**src/include/pll_divider_config_map.svh**
```systemverilog
// Purpose: Offsets, field positions, reset values and widths of the
//          synthesizer divider configuration bank.
// Assumes: Register indices are word indices; byte address is index * 4.
// Notes:   Definitions only.
`ifndef PLL_DIVIDER_CONFIG_MAP_SVH
`define PLL_DIVIDER_CONFIG_MAP_SVH

`define PDC_ADR_W 8
`define PDC_DAT_W 32
`define PDC_SEL_W 4
`define PDC_IDX_W 6
`define PDC_IDX_LSB 2

`define PDC_IDX_REF_LOW 6'h11
`define PDC_IDX_REF_HIGH 6'h12
`define PDC_IDX_SWALLOW 6'h13
`define PDC_IDX_MAIN_LOW 6'h14
`define PDC_IDX_MAIN_HIGH 6'h15
`define PDC_IDX_CONTROL 6'h16
`define PDC_IDX_STATUS 6'h17
`define PDC_IDX_REF_CNT_LOW 6'h18
`define PDC_IDX_REF_CNT_HIGH 6'h19

`define PDC_RST_REF_LOW 8'h01
`define PDC_RST_REF_HIGH 8'h00
`define PDC_RST_SWALLOW 8'h00
`define PDC_RST_MAIN_LOW 8'h03
`define PDC_RST_MAIN_HIGH 8'h00
`define PDC_RST_CONTROL 8'h00

`define PDC_REF_W 14
`define PDC_SWALLOW_W 6
`define PDC_MAIN_W 13
`define PDC_REF_HIGH_W 6
`define PDC_MAIN_HIGH_W 5

`define PDC_BIT_CP_MID 7
`define PDC_BIT_REF_RST 6
`define PDC_BIT_FB_RST 5
`define PDC_BIT_ALL_RST 4
`define PDC_BIT_BYPASS 3
`define PDC_AUX_W 3

`endif

```
**src/include/pll_divider_config_pkg.sv**
```systemverilog
// Purpose: Types shared by the divider configuration bank.
// Assumes: The constants header is on the include path.
// Notes:   Widths come from the constants header.
`include "pll_divider_config_map.svh"

package pll_divider_config_pkg;

	typedef struct packed {
		logic cyc;
		logic stb;
		logic we;
		logic [`PDC_ADR_W-1:0] adr;
		logic [`PDC_SEL_W-1:0] sel;
		logic [`PDC_DAT_W-1:0] dat;
	} wb_req_s;

	typedef struct packed {
		logic ack;
		logic [`PDC_DAT_W-1:0] dat;
	} wb_rsp_s;

	typedef struct packed {
		logic [7:0] ref_divider_low;
		logic [7:0] ref_divider_high;
		logic [7:0] swallow_count;
		logic [7:0] main_feedback_count_low;
		logic [7:0] main_feedback_count_high;
		logic [7:0] divider_control;
	} regs_s;

	typedef struct packed {
		regs_s regs;
		logic ack;
		logic [`PDC_DAT_W-1:0] rdat;
		logic [`PDC_REF_W-1:0] ref_cnt;
		logic [`PDC_SWALLOW_W-1:0] swallow_cnt;
		logic [`PDC_MAIN_W-1:0] main_cnt;
		logic ref_pulse;
		logic fb_pulse;
	} state_s;

	typedef struct packed {
		logic ref_div_pulse;
		logic fb_div_pulse;
		logic modulus_select;
		logic charge_pump_output_mid;
		logic ref_counter_held;
		logic fb_counters_held;
		logic main_bypass;
		logic [`PDC_AUX_W-1:0] aux_control;
	} div_out_s;

endpackage

```
**src/design/pll_divider_config.sv**
```systemverilog
// Purpose: Divider configuration bank of the frequency synthesizer with
//          the reference divider and the dual-modulus feedback divider.
// Assumes: Classic Wishbone slave, 32-bit data, one clock, synchronous
//          active-low reset; tick inputs are one-cycle pulses.
// Notes:   Feedback ratio is main * P + swallow while bypass is clear.
//
// The Wishbone slave port was left to the implementer.
`timescale 1ns/1ps
`default_nettype none
`include "pll_divider_config_map.svh"

module pll_divider_config #(
	parameter int REF_W = `PDC_REF_W,
	parameter int SWALLOW_W = `PDC_SWALLOW_W,
	parameter int MAIN_W = `PDC_MAIN_W
) (
	input wire logic sys_clk_in,
	input wire logic rst_n_in,
	input wire pll_divider_config_pkg::wb_req_s wb_req_in,
	output var pll_divider_config_pkg::wb_rsp_s wb_rsp_out,
	input wire logic ref_tick_in,
	input wire logic prescaler_tick_in,
	output var pll_divider_config_pkg::div_out_s div_out
);

	localparam pll_divider_config_pkg::regs_s REGS_RESET = '{
		ref_divider_low: `PDC_RST_REF_LOW,
		ref_divider_high: `PDC_RST_REF_HIGH,
		swallow_count: `PDC_RST_SWALLOW,
		main_feedback_count_low: `PDC_RST_MAIN_LOW,
		main_feedback_count_high: `PDC_RST_MAIN_HIGH,
		divider_control: `PDC_RST_CONTROL
	};

	localparam pll_divider_config_pkg::state_s STATE_RESET = '{
		regs: REGS_RESET,
		ack: 1'b0,
		rdat: '0,
		ref_cnt: '0,
		swallow_cnt: '0,
		main_cnt: '0,
		ref_pulse: 1'b0,
		fb_pulse: 1'b0
	};

	// The register layout packs each ratio into whole bytes, and the
	// counters live in the shared state type, so no other width can be
	// served without changing both.
	if (REF_W != `PDC_REF_W ||
		REF_W != 8 + `PDC_REF_HIGH_W) begin : g_bad_ref_w
		$error("Reference width does not match its two registers.");
	end
	if (MAIN_W != `PDC_MAIN_W ||
		MAIN_W != 8 + `PDC_MAIN_HIGH_W) begin : g_bad_main_w
		$error("Main counter width does not match its two registers.");
	end
	if (SWALLOW_W != `PDC_SWALLOW_W ||
		SWALLOW_W > 8) begin : g_bad_swallow_w
		$error("Swallow count does not fit its register.");
	end

	pll_divider_config_pkg::state_s state_q;
	pll_divider_config_pkg::state_s state_d;

	logic [`PDC_IDX_W-1:0] bus_idx;
	logic bus_req;
	logic bus_write;
	logic [7:0] wr_byte;
	logic [REF_W-1:0] ref_ratio;
	logic [SWALLOW_W-1:0] swallow_ratio;
	logic [MAIN_W-1:0] main_ratio;
	logic [MAIN_W-1:0] main_last;
	logic [REF_W-1:0] ref_last;
	logic cp_mid;
	logic ref_hold;
	logic fb_hold;
	logic bypass;
	logic [7:0] status_byte;
	logic [7:0] rd_byte;

	assign bus_idx = wb_req_in.adr[`PDC_IDX_LSB +: `PDC_IDX_W];
	assign bus_req = wb_req_in.cyc & wb_req_in.stb;
	// Writes land at the edge where the master sees ack.
	assign bus_write = bus_req & wb_req_in.we & state_q.ack
		& wb_req_in.sel[0];
	assign wr_byte = wb_req_in.dat[7:0];

	assign ref_ratio = {
		state_q.regs.ref_divider_high[`PDC_REF_HIGH_W-1:0],
		state_q.regs.ref_divider_low
	};
	assign swallow_ratio =
		state_q.regs.swallow_count[`PDC_SWALLOW_W-1:0];
	assign main_ratio = {
		state_q.regs.main_feedback_count_high[`PDC_MAIN_HIGH_W-1:0],
		state_q.regs.main_feedback_count_low
	};

	assign cp_mid = state_q.regs.divider_control[`PDC_BIT_CP_MID];
	assign ref_hold = state_q.regs.divider_control[`PDC_BIT_REF_RST]
		| state_q.regs.divider_control[`PDC_BIT_ALL_RST];
	assign fb_hold = state_q.regs.divider_control[`PDC_BIT_FB_RST]
		| state_q.regs.divider_control[`PDC_BIT_ALL_RST];
	// Bypass is obeyed whatever the prescaler mode; a wrong pairing is
	// left to software to avoid.
	assign bypass = state_q.regs.divider_control[`PDC_BIT_BYPASS];

	// A ratio of zero cannot divide, so it is served as divide by one.
	assign ref_last = (ref_ratio == '0) ? '0 : ref_ratio - 1'b1;
	assign main_last = (bypass || main_ratio == '0) ?
		'0 : main_ratio - 1'b1;

	assign status_byte = {
		4'h0,
		div_out.modulus_select,
		bypass,
		fb_hold,
		ref_hold
	};

	always_comb begin
		rd_byte = 8'h00;
		case (bus_idx)
			`PDC_IDX_REF_LOW: begin
				rd_byte = state_q.regs.ref_divider_low;
			end
			`PDC_IDX_REF_HIGH: begin
				rd_byte = state_q.regs.ref_divider_high;
			end
			`PDC_IDX_SWALLOW: begin
				rd_byte = state_q.regs.swallow_count;
			end
			`PDC_IDX_MAIN_LOW: begin
				rd_byte = state_q.regs.main_feedback_count_low;
			end
			`PDC_IDX_MAIN_HIGH: begin
				rd_byte = state_q.regs.main_feedback_count_high;
			end
			`PDC_IDX_CONTROL: begin
				rd_byte = state_q.regs.divider_control;
			end
			`PDC_IDX_STATUS: begin
				rd_byte = status_byte;
			end
			`PDC_IDX_REF_CNT_LOW: begin
				rd_byte = state_q.ref_cnt[7:0];
			end
			`PDC_IDX_REF_CNT_HIGH: begin
				rd_byte = {2'h0, state_q.ref_cnt[`PDC_REF_W-1:8]};
			end
			default: begin
				rd_byte = 8'h00;
			end
		endcase
	end

	always_comb begin
		state_d = state_q;
		state_d.ref_pulse = 1'b0;
		state_d.fb_pulse = 1'b0;

		// Every access is answered, mapped or not, so a stray address
		// never stalls the bus.
		state_d.ack = bus_req & ~state_q.ack;
		if (bus_req && !state_q.ack) begin
			state_d.rdat = {24'h000000, rd_byte};
		end

		if (bus_write) begin
			case (bus_idx)
				`PDC_IDX_REF_LOW: begin
					state_d.regs.ref_divider_low = wr_byte;
				end
				`PDC_IDX_REF_HIGH: begin
					state_d.regs.ref_divider_high =
						{2'h0, wr_byte[`PDC_REF_HIGH_W-1:0]};
				end
				`PDC_IDX_SWALLOW: begin
					state_d.regs.swallow_count =
						{2'h0, wr_byte[`PDC_SWALLOW_W-1:0]};
				end
				`PDC_IDX_MAIN_LOW: begin
					state_d.regs.main_feedback_count_low = wr_byte;
				end
				`PDC_IDX_MAIN_HIGH: begin
					state_d.regs.main_feedback_count_high =
						{3'h0, wr_byte[`PDC_MAIN_HIGH_W-1:0]};
				end
				`PDC_IDX_CONTROL: begin
					state_d.regs.divider_control = wr_byte;
				end
				default: begin
					state_d.regs = state_q.regs;
				end
			endcase
		end

		if (ref_hold) begin
			state_d.ref_cnt = '0;
		end else if (ref_tick_in) begin
			if (state_q.ref_cnt >= ref_last) begin
				state_d.ref_cnt = '0;
				state_d.ref_pulse = 1'b1;
			end else begin
				state_d.ref_cnt = state_q.ref_cnt + 1'b1;
			end
		end

		if (fb_hold) begin
			state_d.swallow_cnt = '0;
			state_d.main_cnt = '0;
		end else if (prescaler_tick_in) begin
			if (state_q.main_cnt >= main_last) begin
				state_d.main_cnt = '0;
				state_d.swallow_cnt = '0;
				state_d.fb_pulse = 1'b1;
			end else begin
				state_d.main_cnt = state_q.main_cnt + 1'b1;
				if (state_q.swallow_cnt < swallow_ratio) begin
					state_d.swallow_cnt = state_q.swallow_cnt + 1'b1;
				end
			end
		end
	end

	always_ff @(posedge sys_clk_in) begin
		if (!rst_n_in) begin
			state_q <= STATE_RESET;
		end else begin
			state_q <= state_d;
		end
	end

	assign wb_rsp_out.ack = state_q.ack;
	assign wb_rsp_out.dat = state_q.rdat;

	assign div_out.ref_div_pulse = state_q.ref_pulse;
	assign div_out.fb_div_pulse = state_q.fb_pulse;
	// The prescaler divides by P+1 until the swallow count is used up;
	// under bypass the swallow count plays no part.
	assign div_out.modulus_select = ~fb_hold & ~bypass
		& (state_q.swallow_cnt < swallow_ratio);
	assign div_out.charge_pump_output_mid = cp_mid;
	assign div_out.ref_counter_held = ref_hold;
	assign div_out.fb_counters_held = fb_hold;
	assign div_out.main_bypass = bypass;
	assign div_out.aux_control =
		state_q.regs.divider_control[`PDC_AUX_W-1:0];

endmodule
`default_nettype wire

```
**config.mk**
```make
export PLATFORM = sky130hd
export DESIGN_NAME = pll_divider_config
export DESIGN_NICKNAME = d
export VERILOG_FILES = /design/src/include/pll_divider_config_pkg.sv /design/src/design/pll_divider_config.sv
export VERILOG_INCLUDE_DIRS = /design/src /design/src/include
export SDC_FILE = /design/constraint.sdc
export NUM_CORES = 1
export LEC_CHECK = 0
export BUFFER_PORTS_ARGS = -buffer_cell sky130_fd_sc_hd__buf_4
export CAP_MARGIN = 20
export CORE_MARGIN = 2
export CORE_UTILIZATION = 51
export DETAILED_ROUTE_END_ITERATION = 8
export MAX_ROUTING_LAYER = met4
export PLACE_DENSITY = 0.87
export SLEW_MARGIN = 20
export SYNTH_ARGS = -nofsm -noshare
export SYNTH_HDL_FRONTEND = slang
export SYNTH_SLANG_ARGS = --single-unit
```
**constraint.sdc**
```tcl
create_clock -name sys_clk_in -period 3.8 [get_ports sys_clk_in]
set_input_delay 0.76 -clock sys_clk_in [delete_from_list [all_inputs] [get_ports sys_clk_in]]
set_output_delay 0.76 -clock sys_clk_in [all_outputs]
set_load 0.1 [all_outputs]
```
## Yosys cells after proc, flatten, opt, wreduce, memory -nomap -nowiden

Cells that the tools add are included.

| word-level totals | value |
|---|---|
| bits in registers | 85 |
| input port bits | 51 |
| output and inout bits | 43 |
| word-level logic and storage cells | 70 |

| cells by class | value |
|---|---|
| add/sub/neg operators | 5 |
| order comparisons | 3 |
| equality and inequality tests | 9 |
| muxes and demuxes | 8 |
| bitwise operators | 15 |
| reductions and logical operators | 17 |

Operators with widths:

| kind | count |
|---|---|
| case mux 8 bit (9 select lines) | 1 |
| equality test 6 x 5 -> 1 bit (second input constant) | 9 |
| two-way mux 14 bit | 2 |
| two-way mux 19 bit | 1 |
| adder 14 x 1 -> 14 bit (second input constant) | 1 |
| >= comparator 14 bit | 1 |
| logical NOT 14 bit | 1 |
| AND reduction 2 bit | 7 |
| subtractor 14 x 1 -> 14 bit (second input constant) | 1 |
| adder 13 x 1 -> 13 bit (second input constant) | 1 |
| >= comparator 13 bit | 1 |
| logical NOT 13 bit | 1 |
| two-way mux 13 bit | 1 |
| subtractor 13 x 1 -> 13 bit (second input constant) | 1 |
| AND 1 bit | 7 |
| adder 6 x 1 -> 6 bit (second input constant) | 1 |
| < comparator 6 bit | 1 |
| two-way mux 6 bit | 1 |
| NOT 1 bit | 6 |
| OR reduction 3 bit | 2 |
| OR reduction 2 bit | 2 |
| two-way mux 1 bit | 2 |
| OR 1 bit | 2 |
| nonzero test 2 bit | 1 |
| other kinds (3) | 3 |

## Depth between registers and ports, before layout

Gate-level depths: netlist of the first run.

| depth | value |
|---|---|
| depth in word-level cells | 6 |
| mapped depth | 15 |
| mapped depth without buffers | 13 |

## Worst setup path after synthesis of the first run

No wires, ideal clock.

| path | value |
|---|---|
| path type | flip-flop to output port |
| from | register state_q[94] (netlist bit) |
| to | output port div_out[7] (netlist bit) |
| arrival | 3701 ps |
| required time | 3040 ps |
| setup slack | -661 ps |
| stages on the path, launching flop included | 7 |
| path buffers | 0 |
| cells stage by stage | dfxtp_1 -> inv_1 -> ha_1 -> a21oi_1 -> o21ai_0 -> a221oi_1 -> nor3b_1 |

RTL lines:

| what | line | RTL |
|---|---|---|
| start: declaration | pll_divider_config.sv:62 | `pll_divider_config_pkg::state_s state_q;` |
| start signal: assignment | pll_divider_config.sv:230 | `state_q <= state_d;` |
| end: declaration | pll_divider_config.sv:23 | `output var pll_divider_config_pkg::div_out_s div_out` |

## Worst setup path in the final report of the first run

| path | value |
|---|---|
| from | register state_q, in the netlist main_ratio[3] |
| to | register state_q[17] (netlist bit) |

| between the ends | value |
|---|---|
| longest elaborated chain between the ends | 6 |
| elaborated cells between the ends (all ways) | 8 |

Ends and longest elaborated chain:

| what | line | RTL |
|---|---|---|
| branches (longest 2 deep; another with subtractor 13 x 1 -> 13 bit) | n/a |  |
| two-way mux 13 bit (*) | pll_divider_config.sv:110 | `assign main_last = (bypass \|\| main_ratio == '0) ?` |
| >= comparator 13 bit (*) | pll_divider_config.sv:213 | `if (state_q.main_cnt >= main_last) begin` |
| nonzero test 2 bit (no source line) | n/a |  |
| AND reduction 2 bit (no source line) | n/a |  |

Mark *: on every way between the ends.
A chain may end at the register's enable or synchronous reset.

==> impl_metrics.toml, run 1 <==
[place]
place.port_buffers = 40
post_dp_cell_area_sq_um = 5610
hpwl_um = 10000
finalWeightedCongestion = 0.940

[global_route]
grt_pass1_vias = 4483
antenna_found_initial = 0
grt_pass1_wl_um = 21500
grt_use_total_pct = 24.3
grt_max_degree = 30
grt-ovfl-total = 0

[clocking]
worstSkewPairLatency_ps = 370
cts_sinks = 85
path_clk_slew_ps = 90
cts_root_buf = "clkbuf_8"
ctsHoldBuffers = 0
clk_path_buf_depth = 2
cts_tree = "done"
cts_inserted_buffers = 9
h-tree-depth = 3

[logic_synthesis]
yosysTopAreaCellShare_pct = 31.8
synthCells = 643
ys_ff_latch = 85
seq_area_frac_synth_pct = 31.8
synthFlopType = "dfxtp_1"
synth-xor-area-share_pct = 7.04
async_reset_ff_share_pct = 0
synth_cell_types = 64
muxShareOfSynthArea_pct = 6.92
syn-mean-instance-area_sq_um = 8.32
syn_area_sq_um = 5350
synthTopCellsByArea = "dfxtp_1 (32%), ha_1 (8.7%), buf_4 (6.0%)"
synth_compound_area_share_pct = 12.9
synth-simple-area-share_pct = 23.4
synth_fa_ha_area_share_pct = 8.65
yosys.area.top_type = "dfxtp_1"
synth_edf_count = 0
synth_top_family_by_area = "simple AND/OR/NAND/NOR gates"
yosysWarnings = 0

[detailed_routing]
ant_nets = 0
drt_iter0_markers = 350
via_count = 4763
viasPerCell = 5.88
dr.pass1.iters = 5
drc_errors = 0
avgRoutedWirePerCell_um = 16.2
wirelength_um = 13100

[floorplan]
start_util_pct = 52.1
core-area_sq_um = 10300
ios = 94
fp-row-count = 37
die-area_sq_um = 11300
die_y_um = 106
die_w_um = 106

[worst_setup_path]
cp_max_fo = 8
critPathRequiredTime_ps = 4100
cp_top_family = "simple AND/OR/NAND/NOR gates"
critPathKind = "reg2reg"
max_stage_delay_ps = 550
start_kind = "register"
worstPathArrival_ps = 3880
crit_path_cell_trace = "or4_4 > nor2_4 > nand2_2 > or3_1 > o21ba_1 > and2_4 > ha_1 > nand2b_1 > a31oi_1 > o21ai_1 > a211oi_4 > or4b_1 > o21ai_0"
cp_slowest_cell = "or4_4"
worst-path-buf-inv = 0
cp-end-kind = "register"

[sta]
clock_skew_ps = 14.0
fin_crit_sh_pct = 94.3
drv_slew = 0
fmax_ghz = 0.279
setup_viol = 0
final.min_clock_period_ps = 3580
rsz0062_at_grt = "false"
slew_headroom_pct = 38.2
hold_slack_ps = 497
finalHoldViolCount = 0
tightest_slew_ps = 919
fin_tns_setup_ps = 0

[power]
p_leak_nw = 2.59
powerDensity_nw_per_um2 = 297
ir_worst_vdd_mv = 0.147

[status]
outcome = "finished, final reports clean"

[hold_path]
hp-class = "reg2reg"

[final_layout]
final_layout_size_suffix_gt1_share_pct = 13.9
fin_nets = 757
syn_to_final_growth_pct = 8.77
antenna_cells = 0
design_area_sq_um = 5820
fillerInstances = 932

[job]
maxCapViolCount = 0
timing repair:
item                       in CTS  in global routing
setup endpoints to repair       0                 20
setup buffers                   0                  1
gates resized for setup         0                  6
power by group:
group	switching [W]	internal, W	leakage [nW]
Clock	0.000358	0.000247	0.0946
Combinational	0.000176	0.0000481	1.81
Sequential	0.00000595	0.000895	0.685
registers in the layout (all words and copies together), names as in the netlist:
name,count
main_ratio,13
div_out,7
state_q,42
ref_ratio,14
wb_rsp_out,9
kinds of logic (layout without fill, tap and decap cells):
logic type	count (synthesis)	after routing
AO/OA/AOI/OAI	102	102
XOR/XNOR	43	43
adder cells (fa/ha/maj)	37	37
buffers and inverters	85	93
flip-flops	85	85
multiplexers	33	33
other	1	24
AND/OR/NAND/NOR	257	257
routing by layer:
layer	routed length (um)	global-route usage, %	share of wire [%]
met1	5420	28.9	41
met4	537	11.0	4.1
met3	868	4.05	6.6
met2	6320	40.6	48
met5	0	-	0
per-stage QoR:
stage	util, %	worst slack, ps	instances	power (W)
2_1_floorplan	-	210	666	0.00112
3_3_place_gp	54.6	182	793	0.00114
3_5_place_dp	54.6	107	793	0.00114
4_1_cts	56.4	63.3	809	0.00173
5_1_grt	56.6	17.9	810	0.00177
6_report	56.6	218	810	0.00173
final timing paths:
path | slack (ps) | cells past startpoint | startpoint | to
min | 500 | 1 | wb_rsp_out[5] | wb_rsp_out[5]
max reg2reg | 220 | 13 | main_ratio[3] | state_q[17]
min reg2reg | 500 | 1 | wb_rsp_out[5] | wb_rsp_out[5]
max | 220 | 13 | main_ratio[3] | state_q[17]
placed cells by master, fill, tap and decap left out, types with 5 or more instances in the layout:
| cell | count |
|---|---|
| conb_1 | 24 |
| clkbuf_8 | 9 |
| nand2_1 | 77 |
| a221oi_1 | 5 |
| xnor2_1 | 13 |
| o21ai_0 | 14 |
| a31oi_1 | 5 |
| a22oi_1 | 14 |
| a21boi_0 | 6 |
| nor3_1 | 8 |
| nand2b_1 | 6 |
| mux2i_1 | 28 |
| inv_1 | 20 |
| buf_4 | 57 |
| and2_1 | 7 |
| a21oi_1 | 25 |
| nor2b_1 | 10 |
| nand3_1 | 36 |
| and3_1 | 6 |
| xor2_1 | 30 |
| a21o_1 | 13 |
| nor2_1 | 63 |
| nand4_1 | 11 |
| ha_1 | 37 |
| dfxtp_1 | 85 |
cell type report:
type	instances	area (sq um)	share of cell area, %
clock buffer	9	124	2.13
clock inverter	7	57.6	0.989
inverter	20	75.1	1.29
multi-input combinational	496	3260	56.1
sequential	85	1700	29.2
tap	136	170	2.92
timing repair buffer	57	428	7.35
synth_stat cells, types with 3 or more instances:
master and n:
a221oi_1 5, nor3_1 9, dfxtp_1 85, inv_1 20, nand4_1 11, and4_1 3, nand3_1 37, xor2_1 30
o21ai_0 16, mux4_2 3, and3_1 6, buf_4 43, a22o_1 3, xnor2_1 13, a21oi_1 25, and2_1 7
or4_1 3, a21boi_0 6, or3_1 3, nor2b_1 10, ha_1 37, mux2i_1 28, a31oi_1 5, or2_2 3
nand2_1 77, nor2_1 63, clkbuf_1 16, nand2b_1 6, a21o_1 13, buf_2 3, a22oi_1 14, nor4_1 4
(Power assumes the default switching activity.)
==> run 2: changes to the inputs <==
Settings changed: CAP_MARGIN 20 to default, CORE_ASPECT_RATIO from default to 2, CORE_MARGIN 2 to default.
==> impl_metrics.toml, run 2 (synthesis results as in run 1) <==
[power]
p_leak_nw = 2.73
p_sw_share_pct = 26.1
powerDensity_nw_per_um2 = 352
p_comb_share_pct = 10.8
p_sw_w = 0.000559
ir_worst_vdd_mv = 0.232
pwr-share-seq_pct = 42.1
intPower_w = 0.00159
power.total_w = 0.00214
clkPwrFrac_pct = 47.2

[final_layout]
multi_input_area_sq_um = 3270
fin_nets = 771
seq_area_sq_um = 1700
design_area_sq_um = 6090
top_register = "state_q"
fillerInstances = 887
syn_to_final_growth_pct = 13.9
final_common_cell = "dfxtp_1"
largest_register_ff_count = 42
antenna_cells = 0
mostFrequentLayoutCells = "dfxtp_1 (85), nand2_1 (77), buf_4 (70)"
final_util_pct = 60.0
final_layout_size_suffix_gt1_share_pct = 15.9

[worst_setup_path]
r2r_cells = 15
max_stage_delay_ps = 540
cp-end-kind = "register"
cp_max_fo = 5
start_kind = "register"
critPathKind = "reg2reg"
worstPathArrival_ps = 3990
cp_slowest_cell = "or4_4"
crit_path_cell_trace = "or4_4 > nor2_4 > nand2_2 > or3_1 > o21ba_4 > buf_4 > nand2_1 > ha_1 > a21oi_2 > o21a_1 > o21ai_0 > buf_4 > a211oi_4 > or4b_1 > o21ai_0"
critPathRequiredTime_ps = 4070

[floorplan]
die_y_um = 147
fp-row-count = 52
start_util_pct = 52.7
die_w_um = 74.4
ios = 94
die-area_sq_um = 10900
core-area_sq_um = 10100

[global_route]
grt-ovfl-total = 0
grt_pass1_wl_um = 24100
grt_max_degree = 30
antenna_found_initial = 0
grt_use_total_pct = 30.3
grt_pass1_vias = 5078

[place]
post_dp_cell_area_sq_um = 5720
hpwl_um = 11300
preCtsSetupSlack_ps = 96.7
place.port_buffers = 40
finalWeightedCongestion = 0.932

[sta]
fin_tns_setup_ps = 0
worst_slack_ps = 83.8
setup_viol = 0
clock_skew_ps = 5.47
final.min_clock_period_ps = 3720
tightest_slew_ps = 727
drv_slew = 0
fmax_ghz = 0.269
fin_crit_sh_pct = 97.8
finalHoldViolCount = 0
slew_headroom_pct = 51.3

[detailed_routing]
drc_errors = 0
avgRoutedWirePerCell_um = 18.6
ant_nets = 0
dr.pass1.iters = 5
drt_iter0_markers = 355
viasPerCell = 5.93
wirelength_um = 15300
via_count = 4875

[clocking]
cts_sinks = 85
clk_path_buf_depth = 2
cts_tree = "done"
path_clk_slew_ps = 60
cts_inserted_buffers = 9
worstSkewPairLatency_ps = 350
h-tree-depth = 3
cts_root_buf = "clkbuf_16"

[hold_path]
holdPathStages = 2
hp-class = "reg2reg"

[job]
maxCapViolCount = 0

[status]
outcome = "finished, final reports clean"
==> run 2: cell count changes in the layout (fill, tap and decap cells not counted), moves of 3 or more <==
cell	previous run	this run
bufinv_16	0	3
clkinvlp_4	0	3
inv_6	3	0
clkbuf_16	0	9
clkinv_4	3	0
buf_4	57	70
clkbuf_8	9	0
==> run 2: worst paths after layout <==
check	start	to	slack [ps]
worst max-delay path	main_ratio[3]	state_q[17]	80
worst min-delay path	wb_rsp_out[4]	wb_rsp_out[4]	470
worst max register to register	main_ratio[3]	state_q[17]	80
worst min register to register	wb_rsp_out[4]	wb_rsp_out[4]	470
==> run 2: metal layers <==
layer	GRT usage [%]	share of wire [%]	vias up
met1	26.7	33	2263
li1	-	-	2263
met3	6.45	4.9	110
met2	52.4	53	239
met4	24.4	8.9	0
met5	-	0	-
==> run 2: through the flow <==
| step | cells | hold slack (ps) |
|---|---|---|
| 6_report | 822 | 475 |
| 5_1_grt | 822 | 507 |
| 4_1_cts | 821 | 480 |
| 3_5_place_dp | 806 | 466 |
| 3_3_place_gp | 806 | 467 |
| 2_1_floorplan | 666 | 445 |
==> run 2: layout make-up <==
| type | count | share of cell area [%] |
|---|---|---|
| sequential | 85 | 27.9 |
| inverter | 20 | 1.23 |
| timing repair buffer | 71 | 8.81 |
| clock buffer | 9 | 3.70 |
| multi-input combinational | 496 | 53.7 |
| tap | 135 | 2.77 |
| clock inverter | 6 | 1.85 |
==> run 2: power groups by stage <==
stage,Sequential (W),Combinational (W),Clock [W]
after global routing,0.000902,0.000242,0.00105
after CTS,0.000902,0.000226,0.00101
after floorplan,0.000920,0.000196,0
final,0.000902,0.000231,0.00101
after global placement,0.000922,0.000221,0
after detailed placement,0.000922,0.000225,0
==> run 2: critical path, delay by kind of cell (launching register included) <==
kind / cells / cell delay, ps
simple gates: 6 / 1660
compound gates: 6 / 1030
flops: 1 / 360
buf+inv: 2 / 340
fa+ha+maj: 1 / 260
==> run 2: what timing repair did <==
| action | CTS | global route |
|---|---|---|
| resized for setup | 0 | 9 |
| setup buffers | 0 | 1 |
| hold buffers | 0 | 0 |
| setup endpoints to repair | 0 | 20 |
==> run 3: changes to the inputs <==
Settings changed: PLACE_DENSITY 0.87 to default, PLACE_DENSITY_LB_ADDON from default to 0.08.
==> impl_metrics.toml, run 3 (synthesis results as in run 1) <==
[worst_setup_path]
cp-end-kind = "register"
worstPathArrival_ps = 3800
start_kind = "register"
critPathRequiredTime_ps = 4030
cp_max_fo = 12
r2r_cells = 14
critPathKind = "reg2reg"

[final_layout]
top_register = "state_q"
antenna_cells = 0
fillerInstances = 964
multi_input_area_sq_um = 3250
final_layout_size_suffix_gt1_share_pct = 14.8
seq_area_sq_um = 1700
largest_register_ff_count = 42
mostFrequentLayoutCells = "dfxtp_1 (85), nand2_1 (77), buf_4 (66)"
fin_nets = 766
final_common_cell = "dfxtp_1"
syn_to_final_growth_pct = 13.0

[job]
maxCapViolCount = 0

[detailed_routing]
drt_iter0_markers = 143
avgRoutedWirePerCell_um = 17.5
via_count = 4597
ant_nets = 0
dr.pass1.iters = 4
wirelength_um = 14300
drc_errors = 0
viasPerCell = 5.62

[floorplan]
ios = 94
die_w_um = 74.4
die-area_sq_um = 10900
die_y_um = 147
start_util_pct = 52.7
core-area_sq_um = 10100
fp-row-count = 52

[sta]
worst_slack_ps = 222
finalHoldViolCount = 0
rsz0062_at_grt = "false"
slew_headroom_pct = 51.8
tightest_slew_ps = 720
fin_crit_sh_pct = 94.2
clock_skew_ps = 10.6
final.min_clock_period_ps = 3580
fin_tns_setup_ps = 0
setup_viol = 0
fmax_ghz = 0.280
drv_slew = 0

[clocking]
path_clk_slew_ps = 60
cts_tree = "done"
cts_inserted_buffers = 9
clk_path_buf_depth = 2
cts_root_buf = "clkbuf_16"
cts_sinks = 85
h-tree-depth = 3
worstSkewPairLatency_ps = 340

[place]
hpwl_um = 11400
preCtsSetupSlack_ps = 43.5
place.port_buffers = 40
finalWeightedCongestion = 1.00

[power]
p_leak_nw = 2.71
power.total_w = 0.00216
powerDensity_nw_per_um2 = 357
ir_worst_vdd_mv = 0.219

[status]
outcome = "finished, final reports clean"

[hold_path]
hp-class = "reg2reg"
holdPathStages = 2

[global_route]
grt_pass1_vias = 4597
grt_max_degree = 30
grt-ovfl-total = 0
antenna_found_initial = 0
grt_pass1_wl_um = 22200
grt_use_total_pct = 27.9
run 3: per-stage QoR:
step	instances	cell area, sq um	hold slack, ps	util [%]
4_1_cts	816	6020	495	59.3
5_1_grt	818	6040	511	59.5
3_3_place_gp	800	5670	473	55.9
3_5_place_dp	800	5670	477	55.9
6_report	818	6040	491	59.5
2_1_floorplan	666	5440	445	-
run 3: what timing repair did:
action / in CTS / in global routing
gates resized for setup: 0 / 4
endpoints found under the setup margin: 0 / 19
buffers inserted: 0 / 2
hold buffers: 0 / 0
run 3: area by class of cell:
| class | count | share of cell area [%] |
|---|---|---|
| Inverter | 20 | 1.24 |
| Timing Repair Buffer | 66 | 8.20 |
| Clock buffer | 11 | 4.02 |
| Sequential cell | 85 | 28.2 |
| Tap cell | 135 | 2.80 |
| Clock inverter | 5 | 1.76 |
| Multi-Input combinational cell | 496 | 53.8 |
run 3: worst paths after layout:
path	slack (ps)	from	endpoint
setup / recovery	220	main_ratio[2]	state_q[15]
hold / removal	490	state_q[92]	state_q[92]
setup reg to reg	220	main_ratio[2]	state_q[15]
hold reg to reg	490	state_q[92]	state_q[92]
run 3: power by group:
| group | internal [W] | switching, W |
|---|---|---|
| combinational | 0.0000491 | 0.000177 |
| clock | 0.000663 | 0.000368 |
| sequential | 0.000896 | 0.00000636 |
| total | 0.00161 | 0.000552 |
run 3: critical path, stage by stage, from the launching register on:
cell and delay (ps):
dfxtp_1 310, or4_4 550, nor2_4 110, nand2_2 60, or3_1 370, o21ba_2 290
and2_4 180, ha_1 260, nand2b_1 90, a31oi_1 70, o21ai_0 390, a211oi_4 150
buf_4 180, and3_1 200, mux2_2 260
run 3: per-layer routing:
layer	routed length, um	track usage, %	up-vias
met3	443	3.70	64
met4	1020	18.9	0
met1	4960	24.9	2153
li1	-	-	2254
met5	0	-	-
met2	7910	51.3	126
